===== src/pkg/ifds_pkg.sv =====
// Shared constants and helpers of the input fault diagnostic scanner.
package ifds_pkg;

  // Register offsets.
  localparam logic [7:0] ADDR_SCAN_ENABLE = 8'h64;
  localparam logic [7:0] ADDR_TERM_BAT    = 8'h65;
  localparam logic [7:0] ADDR_GND_BIAS    = 8'h66;
  localparam logic [7:0] ADDR_RATE_DBN    = 8'h67;
  localparam logic [7:0] ADDR_AVERAGING   = 8'h68;

  // Values after reset.
  localparam logic [7:0] RST_SCAN_ENABLE = 8'h00;
  localparam logic [7:0] RST_TERM_BAT    = 8'h37;
  localparam logic [7:0] RST_GND_BIAS    = 8'h87;
  localparam logic [7:0] RST_RATE_DBN    = 8'hB8;
  localparam logic [7:0] RST_AVERAGING   = 8'h00;

  // Field positions (lowest bit of each field).
  localparam int EN_CH1_BIT     = 7;
  localparam int SE_INCL_BIT    = 1;
  localparam int AC_INCL_BIT    = 0;
  localparam int HI_CODE_LSB    = 4;
  localparam int LO_CODE_LSB    = 0;
  localparam int RATE_LSB       = 6;
  localparam int DBN_LSB        = 2;
  localparam int BAT_DBN_BIT    = 1;
  localparam int DOUBLE_BIT     = 0;
  localparam int AVG_LSB        = 6;
  localparam int LOAD_BYP_BIT   = 5;
  localparam int TEMP_BYP_BIT   = 4;
  localparam logic [7:0] AVG_WRITE_MASK = 8'hF0;

  // Threshold steps in millivolts.
  localparam logic [11:0] STEP_30_MV = 12'h01E;
  localparam logic [11:0] STEP_60_MV = 12'h03C;

  // Averaging codes.
  localparam logic [1:0] AVG_HALF    = 2'h1;
  localparam logic [1:0] AVG_QUARTER = 2'h2;

  // Debounce lengths in scans.
  localparam logic [4:0] DBN_16 = 5'h10;
  localparam logic [4:0] DBN_8  = 5'h08;
  localparam logic [4:0] DBN_4  = 5'h04;
  localparam logic [4:0] DBN_1  = 5'h01;

  // Scan repetition timing.
  localparam int          CLK_PERIOD_NS  = 5;
  localparam int          MS_TICK_NS     = 1000000;
  localparam int          MS_TICK_CYCLES = MS_TICK_NS / CLK_PERIOD_NS;
  localparam logic [3:0]  REPEAT_1_MS    = 4'h1;
  localparam logic [3:0]  REPEAT_4_MS    = 4'h4;
  localparam logic [3:0]  REPEAT_8_MS    = 4'h8;

  // Old and new samples blended by the selected weights.
  function automatic logic [11:0] avg_filter(input logic [11:0] old_v,
                                             input logic [11:0] new_v,
                                             input logic [1:0]  sel);
    logic [13:0] acc;
    acc = {2'h0, new_v};
    case (sel)
      AVG_HALF:    acc = ({2'h0, old_v} + {2'h0, new_v}) >> 1;
      AVG_QUARTER: acc = ({1'b0, old_v, 1'b0} + {2'h0, old_v}
                          + {2'h0, new_v}) >> 2;
      default:     acc = {2'h0, new_v};
    endcase
    return acc[11:0];
  endfunction : avg_filter

endpackage : ifds_pkg


===== src/pkg/ifds_chan_if.sv =====
// Configuration and sample bundle from the scanner core to each channel.
`timescale 1ns/1ps
`default_nettype none
interface ifds_chan_if;
  logic [11:0] thr_term;
  logic [11:0] thr_bat;
  logic [11:0] thr_gnd;
  logic [11:0] thr_bias;
  logic [4:0]  dbn_len;
  logic [4:0]  bat_dbn_len;
  logic [1:0]  avg_sel;
  logic        se_incl;
  logic        ac_incl;
  logic [11:0] pos_mv;
  logic [11:0] neg_mv;
  logic [11:0] bat_mv;
  logic [11:0] bias_mv;
  modport src (output thr_term, thr_bat, thr_gnd, thr_bias, dbn_len,
               bat_dbn_len, avg_sel, se_incl, ac_incl, pos_mv, neg_mv,
               bat_mv, bias_mv);
  modport snk (input thr_term, thr_bat, thr_gnd, thr_bias, dbn_len,
               bat_dbn_len, avg_sel, se_incl, ac_incl, pos_mv, neg_mv,
               bat_mv, bias_mv);
endinterface : ifds_chan_if
`default_nettype wire


===== src/hdl/ifds_chan.sv =====
// Per-channel filtering, threshold decision and debounce.
`timescale 1ns/1ps
`default_nettype none
module ifds_chan (
  // Clock and reset
  input  wire logic       sys_clk,
  input  wire logic       resetn,
  // Shared configuration and sample data
  ifds_chan_if.snk        cfg,
  // Channel strobes and wiring
  input  wire logic       sample,
  input  wire logic       single_ended,
  input  wire logic       ac_coupled,
  // Faults: 0 terminal, 1 battery, 2 ground, 3 bias
  output logic [3:0]      fault
);

  function automatic logic [11:0] absdiff(input logic [11:0] a,
                                          input logic [11:0] b);
    return (a > b) ? a - b : b - a;
  endfunction : absdiff

  logic [11:0] pos_q, pos_d, neg_q, neg_d;
  logic        incl_p, incl_n, bat_low;
  logic [3:0]  cond;
  logic [4:0]  len [4];
  logic [3:0]  fault_q, fault_d;

  always_comb begin
    pos_d   = pos_q;
    neg_d   = neg_q;
    if (sample) begin
      pos_d = ifds_pkg::avg_filter(pos_q, cfg.pos_mv, cfg.avg_sel);
      neg_d = ifds_pkg::avg_filter(neg_q, cfg.neg_mv, cfg.avg_sel);
    end
    incl_p  = !ac_coupled || cfg.ac_incl;
    incl_n  = incl_p && (!single_ended || cfg.se_incl);
    bat_low = cfg.bat_mv < cfg.bias_mv;
    cond[0] = incl_p && incl_n && (absdiff(pos_d, neg_d) < cfg.thr_term);
    cond[1] = (incl_p && (absdiff(pos_d, cfg.bat_mv) < cfg.thr_bat))
           || (incl_n && (absdiff(neg_d, cfg.bat_mv) < cfg.thr_bat));
    cond[2] = (incl_p && (pos_d < cfg.thr_gnd))
           || (incl_n && (neg_d < cfg.thr_gnd));
    cond[3] = (incl_p && (absdiff(pos_d, cfg.bias_mv) < cfg.thr_bias))
           || (incl_n && (absdiff(neg_d, cfg.bias_mv) < cfg.thr_bias));
    len[0]  = cfg.dbn_len;
    len[1]  = bat_low ? cfg.bat_dbn_len : cfg.dbn_len;
    len[2]  = cfg.dbn_len;
    len[3]  = cfg.dbn_len;
  end

  always_ff @(posedge sys_clk or negedge resetn) begin
    if (!resetn) begin
      pos_q <= 12'h000;
      neg_q <= 12'h000;
    end else begin
      pos_q <= pos_d;
      neg_q <= neg_d;
    end
  end

  // A fault shows once the condition held for len consecutive scans and
  // drops at the first clean scan, so a glitch never latches a report.
  for (genvar f = 0; f < 4; f++) begin : g_fault
    logic [4:0] cnt_q, cnt_d;
    always_comb begin
      cnt_d      = cnt_q;
      fault_d[f] = fault_q[f];
      if (sample) begin
        if (cond[f]) begin
          cnt_d      = (cnt_q < len[f]) ? cnt_q + 5'h01 : cnt_q;
          fault_d[f] = (cnt_d >= len[f]);
        end else begin
          cnt_d      = 5'h00;
          fault_d[f] = 1'b0;
        end
      end
    end
    always_ff @(posedge sys_clk or negedge resetn) begin
      if (!resetn) begin
        cnt_q      <= 5'h00;
        fault_q[f] <= 1'b0;
      end else begin
        cnt_q      <= cnt_d;
        fault_q[f] <= fault_d[f];
      end
    end
    a_fault_needs_count: assert property (@(posedge sys_clk)
      disable iff (!resetn) $rose(fault_q[f]) |-> cnt_q >= len[f])
      else $error("fault rose before the debounce count was reached");
    a_clean_scan_clears: assert property (@(posedge sys_clk)
      disable iff (!resetn) sample && !cond[f] |=> !fault_q[f] && cnt_q == 0)
      else $error("clean scan did not restart the debounce");
  end

  a_bat_low_length: assert property (@(posedge sys_clk)
    disable iff (!resetn)
    cfg.bat_mv < cfg.bias_mv |-> len[1] == cfg.bat_dbn_len)
    else $error("battery short ignored its own debounce select");

  assign fault = fault_q;

endmodule : ifds_chan
`default_nettype wire


===== src/hdl/ifds_top.sv =====
// Input fault diagnostic scanner: registers, scan sequencing, channels.
// Functional notes
// - terminal short threshold: code times 30 mV.
// - battery short threshold: code times 30 mV.
// - ground short threshold: code times 60 mV.
// - bias short threshold: code times 30 mV.
// - scan repeat: back to back, 1/4/8 ms.
// - common debounce 16, 8, 4 or none.
// - battery short, low battery: debounce 16 or 8.
// - range bit doubles every threshold.
// - averaging off, half, quarter; code 3 reserved.
// - load current bypass skips averaging.
// - overtemperature bypass skips averaging.
// - each channel scanned only when enabled.
// - single-ended negative pins scanned only if included.
// - AC-coupled pins scanned only if included.
`timescale 1ns/1ps
`default_nettype none
module ifds_top #(
  parameter int N_CH        = 4,
  parameter int TICK_CYCLES = ifds_pkg::MS_TICK_CYCLES
) (
  // Clock and reset
  input  wire logic        sys_clk,
  input  wire logic        resetn,
  // Register port
  input  wire logic [7:0]  reg_addr,
  input  wire logic        reg_wr_en,
  input  wire logic [7:0]  reg_wdata,
  output logic      [7:0]  reg_rdata,
  // Measurement handshake towards the analog front end
  output logic             meas_req,
  output logic      [1:0]  meas_ch,
  input  wire logic        meas_valid,
  input  wire logic [11:0] meas_pos_mv,
  input  wire logic [11:0] meas_neg_mv,
  input  wire logic [11:0] battery_mv,
  input  wire logic [11:0] bias_mv,
  // Channel wiring
  input  wire logic [3:0]  ch_single_ended,
  input  wire logic [3:0]  ch_ac_coupled,
  // Load current and temperature readings
  input  wire logic        load_valid,
  input  wire logic [11:0] load_sample,
  input  wire logic        temp_valid,
  input  wire logic [11:0] temp_sample,
  // Results
  output logic      [11:0] load_filt,
  output logic      [11:0] temp_filt,
  output logic      [15:0] ch_fault,
  output logic             scan_active
);

  if (N_CH != 4) begin : g_bad_nch
    $error("ifds_top serves exactly four channels");
  end
  if (TICK_CYCLES < 1) begin : g_bad_tick
    $error("TICK_CYCLES must be at least one");
  end

  typedef enum logic [1:0] {ST_IDLE, ST_MEASURE, ST_WAIT} ifds_state_type;

  localparam logic [17:0] TICK_LAST = 18'(TICK_CYCLES - 1);

  // Register file.
  logic [7:0] en_q, en_d, tb_q, tb_d, gb_q, gb_d, rd_q, rd_d, av_q, av_d;
  logic [7:0] rdata_q, rdata_d;

  always_comb begin
    en_d = en_q;
    tb_d = tb_q;
    gb_d = gb_q;
    rd_d = rd_q;
    av_d = av_q;
    if (reg_wr_en) begin
      case (reg_addr)
        ifds_pkg::ADDR_SCAN_ENABLE: en_d = reg_wdata;
        ifds_pkg::ADDR_TERM_BAT:    tb_d = reg_wdata;
        ifds_pkg::ADDR_GND_BIAS:    gb_d = reg_wdata;
        ifds_pkg::ADDR_RATE_DBN:    rd_d = reg_wdata;
        ifds_pkg::ADDR_AVERAGING:
          av_d = reg_wdata & ifds_pkg::AVG_WRITE_MASK;
        default: en_d = en_q;
      endcase
    end
    case (reg_addr)
      ifds_pkg::ADDR_SCAN_ENABLE: rdata_d = en_q;
      ifds_pkg::ADDR_TERM_BAT:    rdata_d = tb_q;
      ifds_pkg::ADDR_GND_BIAS:    rdata_d = gb_q;
      ifds_pkg::ADDR_RATE_DBN:    rdata_d = rd_q;
      ifds_pkg::ADDR_AVERAGING:   rdata_d = av_q;
      default:                    rdata_d = 8'h00;
    endcase
  end

  always_ff @(posedge sys_clk or negedge resetn) begin
    if (!resetn) begin
      en_q    <= ifds_pkg::RST_SCAN_ENABLE;
      tb_q    <= ifds_pkg::RST_TERM_BAT;
      gb_q    <= ifds_pkg::RST_GND_BIAS;
      rd_q    <= ifds_pkg::RST_RATE_DBN;
      av_q    <= ifds_pkg::RST_AVERAGING;
      rdata_q <= 8'h00;
    end else begin
      en_q    <= en_d;
      tb_q    <= tb_d;
      gb_q    <= gb_d;
      rd_q    <= rd_d;
      av_q    <= av_d;
      rdata_q <= rdata_d;
    end
  end

  // Derived configuration.
  ifds_chan_if cfg ();
  logic [3:0]  ch_en;
  logic [1:0]  rate;
  logic [3:0]  period_ms;
  logic        dbl;

  function automatic logic [11:0] thr(input logic [3:0]  code,
                                      input logic [11:0] step,
                                      input logic        double);
    logic [11:0] prod;
    prod = 12'({8'h00, code} * step);
    return double ? {prod[10:0], 1'b0} : prod;
  endfunction : thr

  always_comb begin
    for (int i = 0; i < 4; i++) begin
      ch_en[i] = en_q[ifds_pkg::EN_CH1_BIT - i];
    end
    dbl          = rd_q[ifds_pkg::DOUBLE_BIT];
    cfg.thr_term = thr(tb_q[ifds_pkg::HI_CODE_LSB +: 4],
                       ifds_pkg::STEP_30_MV, dbl);
    cfg.thr_bat  = thr(tb_q[ifds_pkg::LO_CODE_LSB +: 4],
                       ifds_pkg::STEP_30_MV, dbl);
    cfg.thr_gnd  = thr(gb_q[ifds_pkg::HI_CODE_LSB +: 4],
                       ifds_pkg::STEP_60_MV, dbl);
    cfg.thr_bias = thr(gb_q[ifds_pkg::LO_CODE_LSB +: 4],
                       ifds_pkg::STEP_30_MV, dbl);
    case (rd_q[ifds_pkg::DBN_LSB +: 2])
      2'h0:    cfg.dbn_len = ifds_pkg::DBN_16;
      2'h1:    cfg.dbn_len = ifds_pkg::DBN_8;
      2'h2:    cfg.dbn_len = ifds_pkg::DBN_4;
      default: cfg.dbn_len = ifds_pkg::DBN_1;
    endcase
    cfg.bat_dbn_len = rd_q[ifds_pkg::BAT_DBN_BIT] ? ifds_pkg::DBN_8
                                                  : ifds_pkg::DBN_16;
    cfg.avg_sel = av_q[ifds_pkg::AVG_LSB +: 2];
    cfg.se_incl = en_q[ifds_pkg::SE_INCL_BIT];
    cfg.ac_incl = en_q[ifds_pkg::AC_INCL_BIT];
    cfg.pos_mv  = meas_pos_mv;
    cfg.neg_mv  = meas_neg_mv;
    cfg.bat_mv  = battery_mv;
    cfg.bias_mv = bias_mv;
    rate        = rd_q[ifds_pkg::RATE_LSB +: 2];
    case (rate)
      2'h1:    period_ms = ifds_pkg::REPEAT_1_MS;
      2'h2:    period_ms = ifds_pkg::REPEAT_4_MS;
      default: period_ms = ifds_pkg::REPEAT_8_MS;
    endcase
  end

  // Scan sequencer. The repeat period runs from the start of each scan,
  // so the scan time itself is part of the period, not added to it.
  ifds_state_type state_q, state_d;
  logic [1:0]  ch_q, ch_d;
  logic [17:0] tick_q, tick_d;
  logic [3:0]  ms_q, ms_d;
  logic        step, last_ch;

  always_comb begin
    state_d  = state_q;
    ch_d     = ch_q;
    tick_d   = (tick_q == TICK_LAST) ? 18'h00000 : tick_q + 18'h00001;
    ms_d     = (tick_q == TICK_LAST && ms_q != 4'hF) ? ms_q + 4'h1 : ms_q;
    meas_req = (state_q == ST_MEASURE) && ch_en[ch_q];
    step     = (state_q == ST_MEASURE) && (!ch_en[ch_q] || meas_valid);
    last_ch  = (ch_q == 2'h3);
    case (state_q)
      ST_IDLE: begin
        if (|ch_en) begin
          state_d = ST_MEASURE;
          ch_d    = 2'h0;
          tick_d  = 18'h00000;
          ms_d    = 4'h0;
        end
      end
      ST_MEASURE: begin
        if (step) begin
          ch_d = ch_q + 2'h1;
          if (last_ch) begin
            if (!(|ch_en)) begin
              state_d = ST_IDLE;
            end else if (rate == 2'h0) begin
              tick_d  = 18'h00000;
              ms_d    = 4'h0;
            end else begin
              state_d = ST_WAIT;
            end
          end
        end
      end
      ST_WAIT: begin
        if (ms_q >= period_ms) begin
          state_d = (|ch_en) ? ST_MEASURE : ST_IDLE;
          ch_d    = 2'h0;
          tick_d  = 18'h00000;
          ms_d    = 4'h0;
        end
      end
      default: state_d = ST_IDLE;
    endcase
  end

  always_ff @(posedge sys_clk or negedge resetn) begin
    if (!resetn) begin
      state_q <= ST_IDLE;
      ch_q    <= 2'h0;
      tick_q  <= 18'h00000;
      ms_q    <= 4'h0;
    end else begin
      state_q <= state_d;
      ch_q    <= ch_d;
      tick_q  <= tick_d;
      ms_q    <= ms_d;
    end
  end

  // Load current and temperature filters, each with its own bypass.
  logic [11:0] load_q, load_d, temp_q, temp_d;
  logic [1:0]  load_sel, temp_sel;

  always_comb begin
    load_sel = av_q[ifds_pkg::LOAD_BYP_BIT] ? 2'h0 : cfg.avg_sel;
    temp_sel = av_q[ifds_pkg::TEMP_BYP_BIT] ? 2'h0 : cfg.avg_sel;
    load_d   = load_valid ? ifds_pkg::avg_filter(load_q, load_sample,
                                                 load_sel) : load_q;
    temp_d   = temp_valid ? ifds_pkg::avg_filter(temp_q, temp_sample,
                                                 temp_sel) : temp_q;
  end

  always_ff @(posedge sys_clk or negedge resetn) begin
    if (!resetn) begin
      load_q <= 12'h000;
      temp_q <= 12'h000;
    end else begin
      load_q <= load_d;
      temp_q <= temp_d;
    end
  end

  for (genvar c = 0; c < 4; c++) begin : g_ch
    ifds_chan u_chan (
      .sys_clk      (sys_clk),
      .resetn       (resetn),
      .cfg          (cfg.snk),
      .sample       (meas_req && meas_valid && ch_q == 2'(c)),
      .single_ended (ch_single_ended[c]),
      .ac_coupled   (ch_ac_coupled[c]),
      .fault        (ch_fault[4*c +: 4])
    );
  end

  assign reg_rdata   = rdata_q;
  assign meas_ch     = ch_q;
  assign load_filt   = load_q;
  assign temp_filt   = temp_q;
  assign scan_active = (state_q == ST_MEASURE);

  a_req_only_enabled: assert property (@(posedge sys_clk)
    disable iff (!resetn) meas_req |-> en_q[ifds_pkg::EN_CH1_BIT - ch_q])
    else $error("scan request for a disabled channel");
  a_back_to_back: assert property (@(posedge sys_clk)
    disable iff (!resetn)
    step && last_ch && rate == 2'h0 && (|ch_en) |=> state_q == ST_MEASURE)
    else $error("continuous scanning paused between scans");
  a_wait_period: assert property (@(posedge sys_clk)
    disable iff (!resetn)
    state_q == ST_WAIT && state_d != ST_WAIT |-> ms_q >= period_ms)
    else $error("scan restarted before its repeat period");
  a_ground_double: assert property (@(posedge sys_clk)
    disable iff (!resetn)
    dbl |-> cfg.thr_gnd == {8'h00, gb_q[7:4]} * 12'h078)
    else $error("ground threshold not doubled");
  a_load_bypass: assert property (@(posedge sys_clk)
    disable iff (!resetn) load_valid && av_q[ifds_pkg::LOAD_BYP_BIT]
    |=> load_q == $past(load_sample))
    else $error("load current averaged despite bypass");
  a_temp_bypass: assert property (@(posedge sys_clk)
    disable iff (!resetn) temp_valid && av_q[ifds_pkg::TEMP_BYP_BIT]
    |=> temp_q == $past(temp_sample))
    else $error("temperature averaged despite bypass");

endmodule : ifds_top
`default_nettype wire


===== config.mk =====
export PLATFORM = sky130hd
export DESIGN_NAME = ifds_top
export DESIGN_NICKNAME = d
export VERILOG_FILES = /design/src/pkg/ifds_pkg.sv /design/src/pkg/ifds_chan_if.sv /design/src/hdl/ifds_chan.sv /design/src/hdl/ifds_top.sv
export SDC_FILE = /design/constraint.sdc
export NUM_CORES = 2
export LEC_CHECK = 0
export ABC_AREA = 1
export BUFFER_PORTS_ARGS = -buffer_cell sky130_fd_sc_hd__buf_2
export CAP_MARGIN = 20
export CELL_PAD_IN_SITES_DETAIL_PLACEMENT = 2
export CELL_PAD_IN_SITES_GLOBAL_PLACEMENT = 2
export CORE_UTILIZATION = 35
export CTS_CLUSTER_DIAMETER = 40
export DETAILED_ROUTE_END_ITERATION = 12
export PLACE_DENSITY_LB_ADDON = 0.1
export SLEW_MARGIN = 0
export SYNTH_ARGS = -nofsm -noshare
export SYNTH_HDL_FRONTEND = slang
export SYNTH_SLANG_ARGS = --single-unit

===== constraint.sdc =====
create_clock -name sys_clk -period 7.6 [get_ports sys_clk]
set_input_delay 1.14 -clock sys_clk [delete_from_list [all_inputs] [get_ports sys_clk]]
set_output_delay 1.14 -clock sys_clk [all_outputs]
set_load 0.1 [all_outputs]

# ---- Yosys cells after proc, flatten, opt, wreduce, memory -nomap -nowiden
# Index checks and enable logic that the tools add are counted.
# W data, S select, Z words.
dict set report word_totals {
  regBits 286
  wordCells 469
  out_inout_bits 52
  input_bits 102
}
dict set report op_classes {
  n_eq_ne 27
  reduce_logical 87
  magnitude_cmp 83
  addsub 89
  muxes 127
  n_mul 4
}
# cell n
set op_table {}
lappend op_table {{$sub A12 B12 Y12} 40}
lappend op_table {{$mux W12} 28}
lappend op_table {{$gt A12 B12 Y1} 20}
lappend op_table {{$lt A12 B10 Y1} 20}
lappend op_table {{$pmux W12 S2} 10}
lappend op_table {{$mux W5} 34}
lappend op_table {{$add A13 B12 Y14} 10}
lappend op_table {{$add A14 B12 Y14} 10}
lappend op_table {{$add A12 B12 Y13} 10}
lappend op_table {{$mux W18} 7}
lappend op_table {{$lt A12 B11 Y1} 8}
lappend op_table {{$add A5 B1 Y5 const B} 16}
lappend op_table {{$ge A5 B5 Y1} 16}
lappend op_table {{$lt A5 B5 Y1} 16}
lappend op_table {{$pmux W18 S3} 1}
lappend op_table {{$logic_and A1 B1 Y1} 44}
lappend op_table {{$eq A8 B7 Y1 const B} 5}
lappend op_table {{$pmux W8 S5} 1}
lappend op_table {{$mul A4 B4 Y8 const B} 4}
lappend op_table {{$mux W10} 3}
lappend op_table {{$mux W4} 7}
lappend op_table {{$mux W2} 11}
lappend op_table {{$logic_or A1 B1 Y1} 21}
lappend op_table {{$add A18 B1 Y18 const B} 1}
lappend op_table {{other kinds (26)} 74}

# ---- Depth between registers and ports, before layout
dict set report logic_depth {
  word_depth 12
  depth_mapped 43
  ltp_nobuf 43
}

# ---- By module
# A second synthesis with hierarchy kept.
dict set report hier_totals {
  hier_cells 10483
  area_unflattened_um2 67478.5
}
# module seq_area_each_um2 area_per_inst_um2 instances cells_per_inst
set modules_own_cells {}
lappend modules_own_cells {{ifds_chan (g_ch[1].u_chan)} 1201.2 14456.4 1 2289}
lappend modules_own_cells {{ifds_chan (g_ch[0].u_chan)} 1201.2 14401.3 1 2264}
lappend modules_own_cells {{ifds_chan (g_ch[2].u_chan)} 1201.2 14376.3 1 2262}
lappend modules_own_cells {{ifds_chan (g_ch[3].u_chan)} 1201.2 14267.4 1 2259}
lappend modules_own_cells {ifds_top 2368.5 9977.1 1 1409}

# ---- Worst setup path after synthesis
# Ideal clock, no wire load.
dict set report synth_timing {
  path_type {input port to flip-flop}
  startpoint {input meas_pos_mv[1]}
  endpoint {register g_ch[2].u_chan.fault_q[3]}
  arrival_ns 6.020
  setup_slack_ns 1.461
  setup_ns 0.120
  stages 41
  n_path_buf 1
  t_required_ns 7.480
  cell_sequence {fa_1 inv_1 nor2_1 inv_1 fa_1 inv_1 nand3_1 nand2_1 nand2_1 nand2_1 inv_1 o21ai_0 nand2_1 o21ai_0 a21oi_1 o21ai_0 nand3_1 nand2_1 [5 not listed] nand2_4 buf_4 nand2_1 o21ai_2 nand2_1 o21ai_1 xnor2_1 inv_1 ha_1 inv_1 nor3_1 a211oi_1 nand2_1 nand2_1 nand2_1 nand2_2 nand2_1 nand2_1}
}
dict set report synth_via {
  elab_chain_len 9
  elab_cells_between_ends 12
  classes_between {4 x add/sub; 2 x order compare; 4 x mux; 2 x reduce/logical}
}
# element line
set synth_rtl {}
lappend synth_rtl {{from (decl)} ifds_top.sv:35} ;# input wire logic [11:0] meas_pos_mv,
lappend synth_rtl {{$add A14 B12 Y14 or $add A12 B12 Y13 (tied branches)} {ifds_pkg.sv:64, ifds_pkg.sv:62}}
lappend synth_rtl {{$pmux W12 S2 *} ifds_pkg.sv:61} ;# case (sel)
lappend synth_rtl {{$mux W12 *} ifds_chan.sv:32} ;# if (sample) begin
lappend synth_rtl {{net g_ch[2].u_chan.pos_d[9]} ifds_chan.sv:23} ;# logic [11:0] pos_q, pos_d, neg_q, neg_d;
lappend synth_rtl {{$sub A12 B12 Y12 or $gt A12 B12 Y1 (tied branches)} ifds_chan.sv:20} ;# return (a > b) ? a - b : b - a;
lappend synth_rtl {{$mux W12 *} ifds_chan.sv:20}
lappend synth_rtl {{$lt A12 B10 Y1 *} ifds_chan.sv:44} ;# cond[3] = (incl_p && (absdiff(pos_d, cfg.bias_mv) < cfg.thr_bias))
lappend synth_rtl {{$logic_and A1 B1 Y1 *} ifds_chan.sv:44}
lappend synth_rtl {{$logic_or A1 B1 Y1 *} ifds_chan.sv:45} ;# || (incl_n && (absdiff(neg_d, cfg.bias_mv) < cfg.thr_bias));
lappend synth_rtl {{$mux W1 *} ifds_chan.sv:70} ;# if (cond[f]) begin
lappend synth_rtl {{to (signal, indexed assignment)} ifds_chan.sv:85} ;# fault_q[f] <= fault_d[f];
lappend synth_rtl {{to (decl)} ifds_chan.sv:27} ;# logic [3:0] fault_q, fault_d;
# The timed path passes the listed nets; every way through them passes the cells marked *.
# A chain may end at the register's enable or synchronous reset.

# ---- Final worst setup path
dict set report layout_timing {
  startpoint {input meas_pos_mv[1]}
  endpoint {register g_ch[3].u_chan.g_fault[1].cnt_q[2]}
}
dict set report layout_via {
  elab_chain_len 9
  elab_cells_between_ends 12
  classes_between {4 x add/sub; 2 x order compare; 4 x mux; 2 x reduce/logical}
}
# element line
set layout_rtl {}
lappend layout_rtl {{$add A14 B12 Y14 or $add A12 B12 Y13 (tied branches)} {ifds_pkg.sv:64, ifds_pkg.sv:62}}
lappend layout_rtl {{$pmux W12 S2 *} ifds_pkg.sv:61}
lappend layout_rtl {{$mux W12 *} ifds_chan.sv:32}
lappend layout_rtl {{net g_ch[3].u_chan.pos_d[5]} ifds_chan.sv:23}
lappend layout_rtl {{$sub A12 B12 Y12 or $gt A12 B12 Y1 (tied branches)} ifds_chan.sv:20}
lappend layout_rtl {{$mux W12 *} ifds_chan.sv:20}
lappend layout_rtl {{$lt A12 B10 Y1 *} ifds_chan.sv:40} ;# cond[1] = (incl_p && (absdiff(pos_d, cfg.bat_mv) < cfg.thr_bat))
lappend layout_rtl {{$logic_and A1 B1 Y1 *} ifds_chan.sv:40}
lappend layout_rtl {{$logic_or A1 B1 Y1 *} ifds_chan.sv:41} ;# || (incl_n && (absdiff(neg_d, cfg.bat_mv) < cfg.thr_bat));
lappend layout_rtl {{$mux W5 *} ifds_chan.sv:70}
lappend layout_rtl {{to (signal assigned)} ifds_chan.sv:84} ;# cnt_q <= cnt_d;
lappend layout_rtl {{to (decl)} ifds_chan.sv:65} ;# logic [4:0] cnt_q, cnt_d;
# Marked as above.

==> reports/metrics.yaml <==
global_routing:
  grt_pass1_wl_um: 480000
  antenna_found_initial: 21
  grt_usage_pct: 37.1
  grt_pass1_vias: 72669
  grt_max_degree: 142
  overflow: 0
logic_synthesis:
  yosysSeqAreaShare_pct: 11.9
  synth_seq_cells: 286
  muxShareOfSynthArea_pct: 0.531
  ys_dominant_reg_cell: "dfrtp_1"
  synth_fp_nets: 10442
  synth-async-reset-ratio_pct: 100
  synthCells: 9045
  synth_area_um2: 60300
  synthSimpleGateAreaFrac_pct: 28.2
  synth_top_family_by_area: "adder cells"
  synth-adder-area-share_pct: 29.2
  synth_xor_area_share_pct: 4.48
  ys_warn_count: 0
  synth_edf_count: 0
  synth_cell_types: 74
  avgSynthCellArea_um2: 6.67
  synth_compound_area_share_pct: 16.8
flow_run:
  max_cap_viol_count: 0
setup_path:
  cp_data_arrival_time_ns: 7.80
  critPathKind: "input pin to register"
  crit_buf_inv: 5
  crit_slowest_cell: "fa_1"
  critPathLaunchType: "input pin"
  cpMostUsedCell: "nand2_1"
  cp_data_required_time_ns: 8.21
  crit_fanout: 13
  slowest_delay_ns: 0.51
  cp-end-kind: "register"
  path_delay_family: "simple AND/OR/NAND/NOR gates"
place:
  dp_hpwl_um: 265000
  port-buffer-count: 153
  gp_congestion: 1.02
  dpl.cell_count: 11709
detailed_routing:
  vias_per_cell: 5.70
  wirelength_um: 329000
  vias: 67594
  wl_met3_um: 19600
  drc: 0
  top_layer_used: "met5"
  ant_nets: 0
  drtIter0Drc: 4526
  drtPass1Iterations: 5
  wl_met1_um: 145000
  wl_met2_um: 147000
  wire_per_inst_um: 27.7
timing:
  slew_violations: 0
  finalCritPeriodShare_pct: 94.7
  skew_ns: 0.0544
  tightest_slew_ns: 1.19
  fin_crit_ns: 7.20
  max_slew_margin_pct: 18.8
  report.final.hold_viol_count: 0
  rsz0062_at_grt: "false"
  whs_ns: 0.391
  fmax_mhz: 139
  setup_viol: 0
cts:
  cts_setup_buffers: 0
  cts_tree: "built"
  clkLatencyLatePin_ns: 0.72
  cts_buffers: 80
  root_buffer: "clkbuf_16"
  clk_pin_slew_ns: 0.04
  clkSinkCount: 286
  cts_buffer_depth: 3
  htreeDepth: 3
pwr:
  pwr_density_cell_nw_per_um2: 466
  leakagePower_nw: 36.9
  ir_drop_v: 0.000271
finish:
  area_delta_synth_final_pct: 14.4
  drive_gt1_share_pct: 9.71
  fillCellCount: 20850
  fin_cells: 11865
  final_core_util_pct: 40.3
  nNetsFinal: 10878
floorplanning:
  die_area_um2: 174000
  coreArea_um2: 171000
  die_h_um: 417
  pin_count: 154
  die_w_um: 417
  rows: 152
  start_util_pct: 35.2
outcome:
  outcome: "finished, final reports clean"
min_path:
  min_path_type: "input pin to async pin"
## metrics by stage
step	cell area, um^2	power [mW]	setup WS (ns)	setup TNS, ns
2_1_floorplan	60300	18.7	1.46	0
3_3_place_gp	66100	26.8	0.110	0
3_5_place_dp	66100	27.9	-0.102	-2.13
4_1_cts	69000	31.9	0.575	0
5_1_grt	69000	34.9	0.0185	0
6_report	69000	32.2	0.405	0
## cell type report
class	count	area (um^2)	area share, %
multi-input cells	7412	47900	69.5
flip-flops and latches	286	7170	10.4
inverters	1196	4500	6.52
repair buffers	505	3610	5.24
well taps	2310	2890	4.19
clock buffers	98	2170	3.15
clock inverters	50	712	1.03
diodes	8	20.0	0.0290
## report_power, final
group	internal, mW	total, mW	switching (mW)
combinational	9.04	26.0	17.0
sequential	1.78	2.41	0.628
clock	2.48	3.71	1.23
## final timing paths
kind                                               from                                 end  slack (ns)  cells after the start
worst max-delay path                     meas_pos_mv[1]  g_ch[3].u_chan.g_fault[1].cnt_q[2]        0.40                     36
worst min register to register  g_ch[2].u_chan.fault[2]             g_ch[2].u_chan.fault[2]        0.48                      2
worst max register to register  g_ch[1].u_chan.neg_q[0]  g_ch[1].u_chan.g_fault[1].cnt_q[0]        0.54                     36
worst min-delay path                             resetn             g_ch[3].u_chan.pos_q[6]        0.39                      1
max in group asynchronous                        resetn                          tick_q[11]        5.79                      2
min in group sys_clk            g_ch[2].u_chan.fault[2]             g_ch[2].u_chan.fault[2]        0.48                      2
## cells in the mapped netlist, drive strengths merged, types with 26 or more instances
library cell,count,area (um^2)
o211ai,48,365
dfrtp,273,6830
o21a,27,203
xor2,214,1870
or2,52,328
nor3,72,409
fa,190,3800
a31oi,32,200
o21bai,65,492
nor2,785,3040
o2111ai,35,313
nand2,2328,8950
a211oi,61,458
mux2i,32,320
nand3,631,3280
a21oi,754,3810
nand3b,26,195
o221ai,27,243
and2,32,200
a21boi,26,195
inv,1196,4500
o21ai,566,2910
clkbuf,58,219
nand4,77,534
ha,1105,13800
xnor2,95,832
buf,93,608
a21o,55,413
## state kept, by name, indices dropped and copies added, names as in the netlist
name                       flops
rd_q                           8
g_ch.u_chan.pos_q             48
tick_q                        18
av_q                           4
temp_filt                     12
en_q                           8
reg_rdata                      8
g_ch.u_chan.fault             16
g_ch.u_chan.g_fault.cnt_q     80
state_q                        2
gb_q                           8
meas_ch                        2
load_filt                     12
g_ch.u_chan.neg_q             48
ms_q                           4
tb_q                           8
## layer usage
layer	vias to the layer above	global-route usage, %
met5	-	0
met4	12	18.0
met3	629	6.20
met2	1763	59.6
met1	34311	48.0
li1	30879	-
## worst reg2reg max path, delay by kind of cell, from the launching register on
kind / cells / cell delay (ns)
XOR/XNOR: 2 / 0.33
AO/OA/AOI/OAI: 4 / 0.64
adder cells (fa/ha/maj): 4 / 1.81
buffers and inverters: 6 / 1.14
AND/OR/NAND/NOR: 19 / 2.24
flip-flops: 1 / 0.56
multiplexers: 1 / 0.28
## repair_timing
item,4_1_cts,5_1_grt
gates resized for setup,0,2
endpoints found under the setup margin,0,5
hold buffers,0,0
## placed cells by master, fill, tap and decap left out, types with 64 or more instances in the layout
cell,Yosys,layout
fa_1,190,190
o21ai_1,40,65
dfrtp_1,273,273
xor2_1,214,214
o21ai_0,505,475
o21bai_1,64,64
clkbuf_16,0,81
nor3_1,66,66
inv_1,1167,1166
nand4_1,70,70
buf_4,12,335
ha_1,1105,1103
nand3_1,607,607
nor2_1,756,755
a21oi_1,745,745
xnor2_1,95,95
nand2_1,2260,2259
buf_2,51,153
## logic make-up after synthesis
family,count (synthesis)
compound gates,1762
xor+xnor,309
fa+ha+maj,1295
buf+inv,1347
flops,286
mux,32
simple gates,4014
Note: power is estimated with default switching activity, not from simulation.
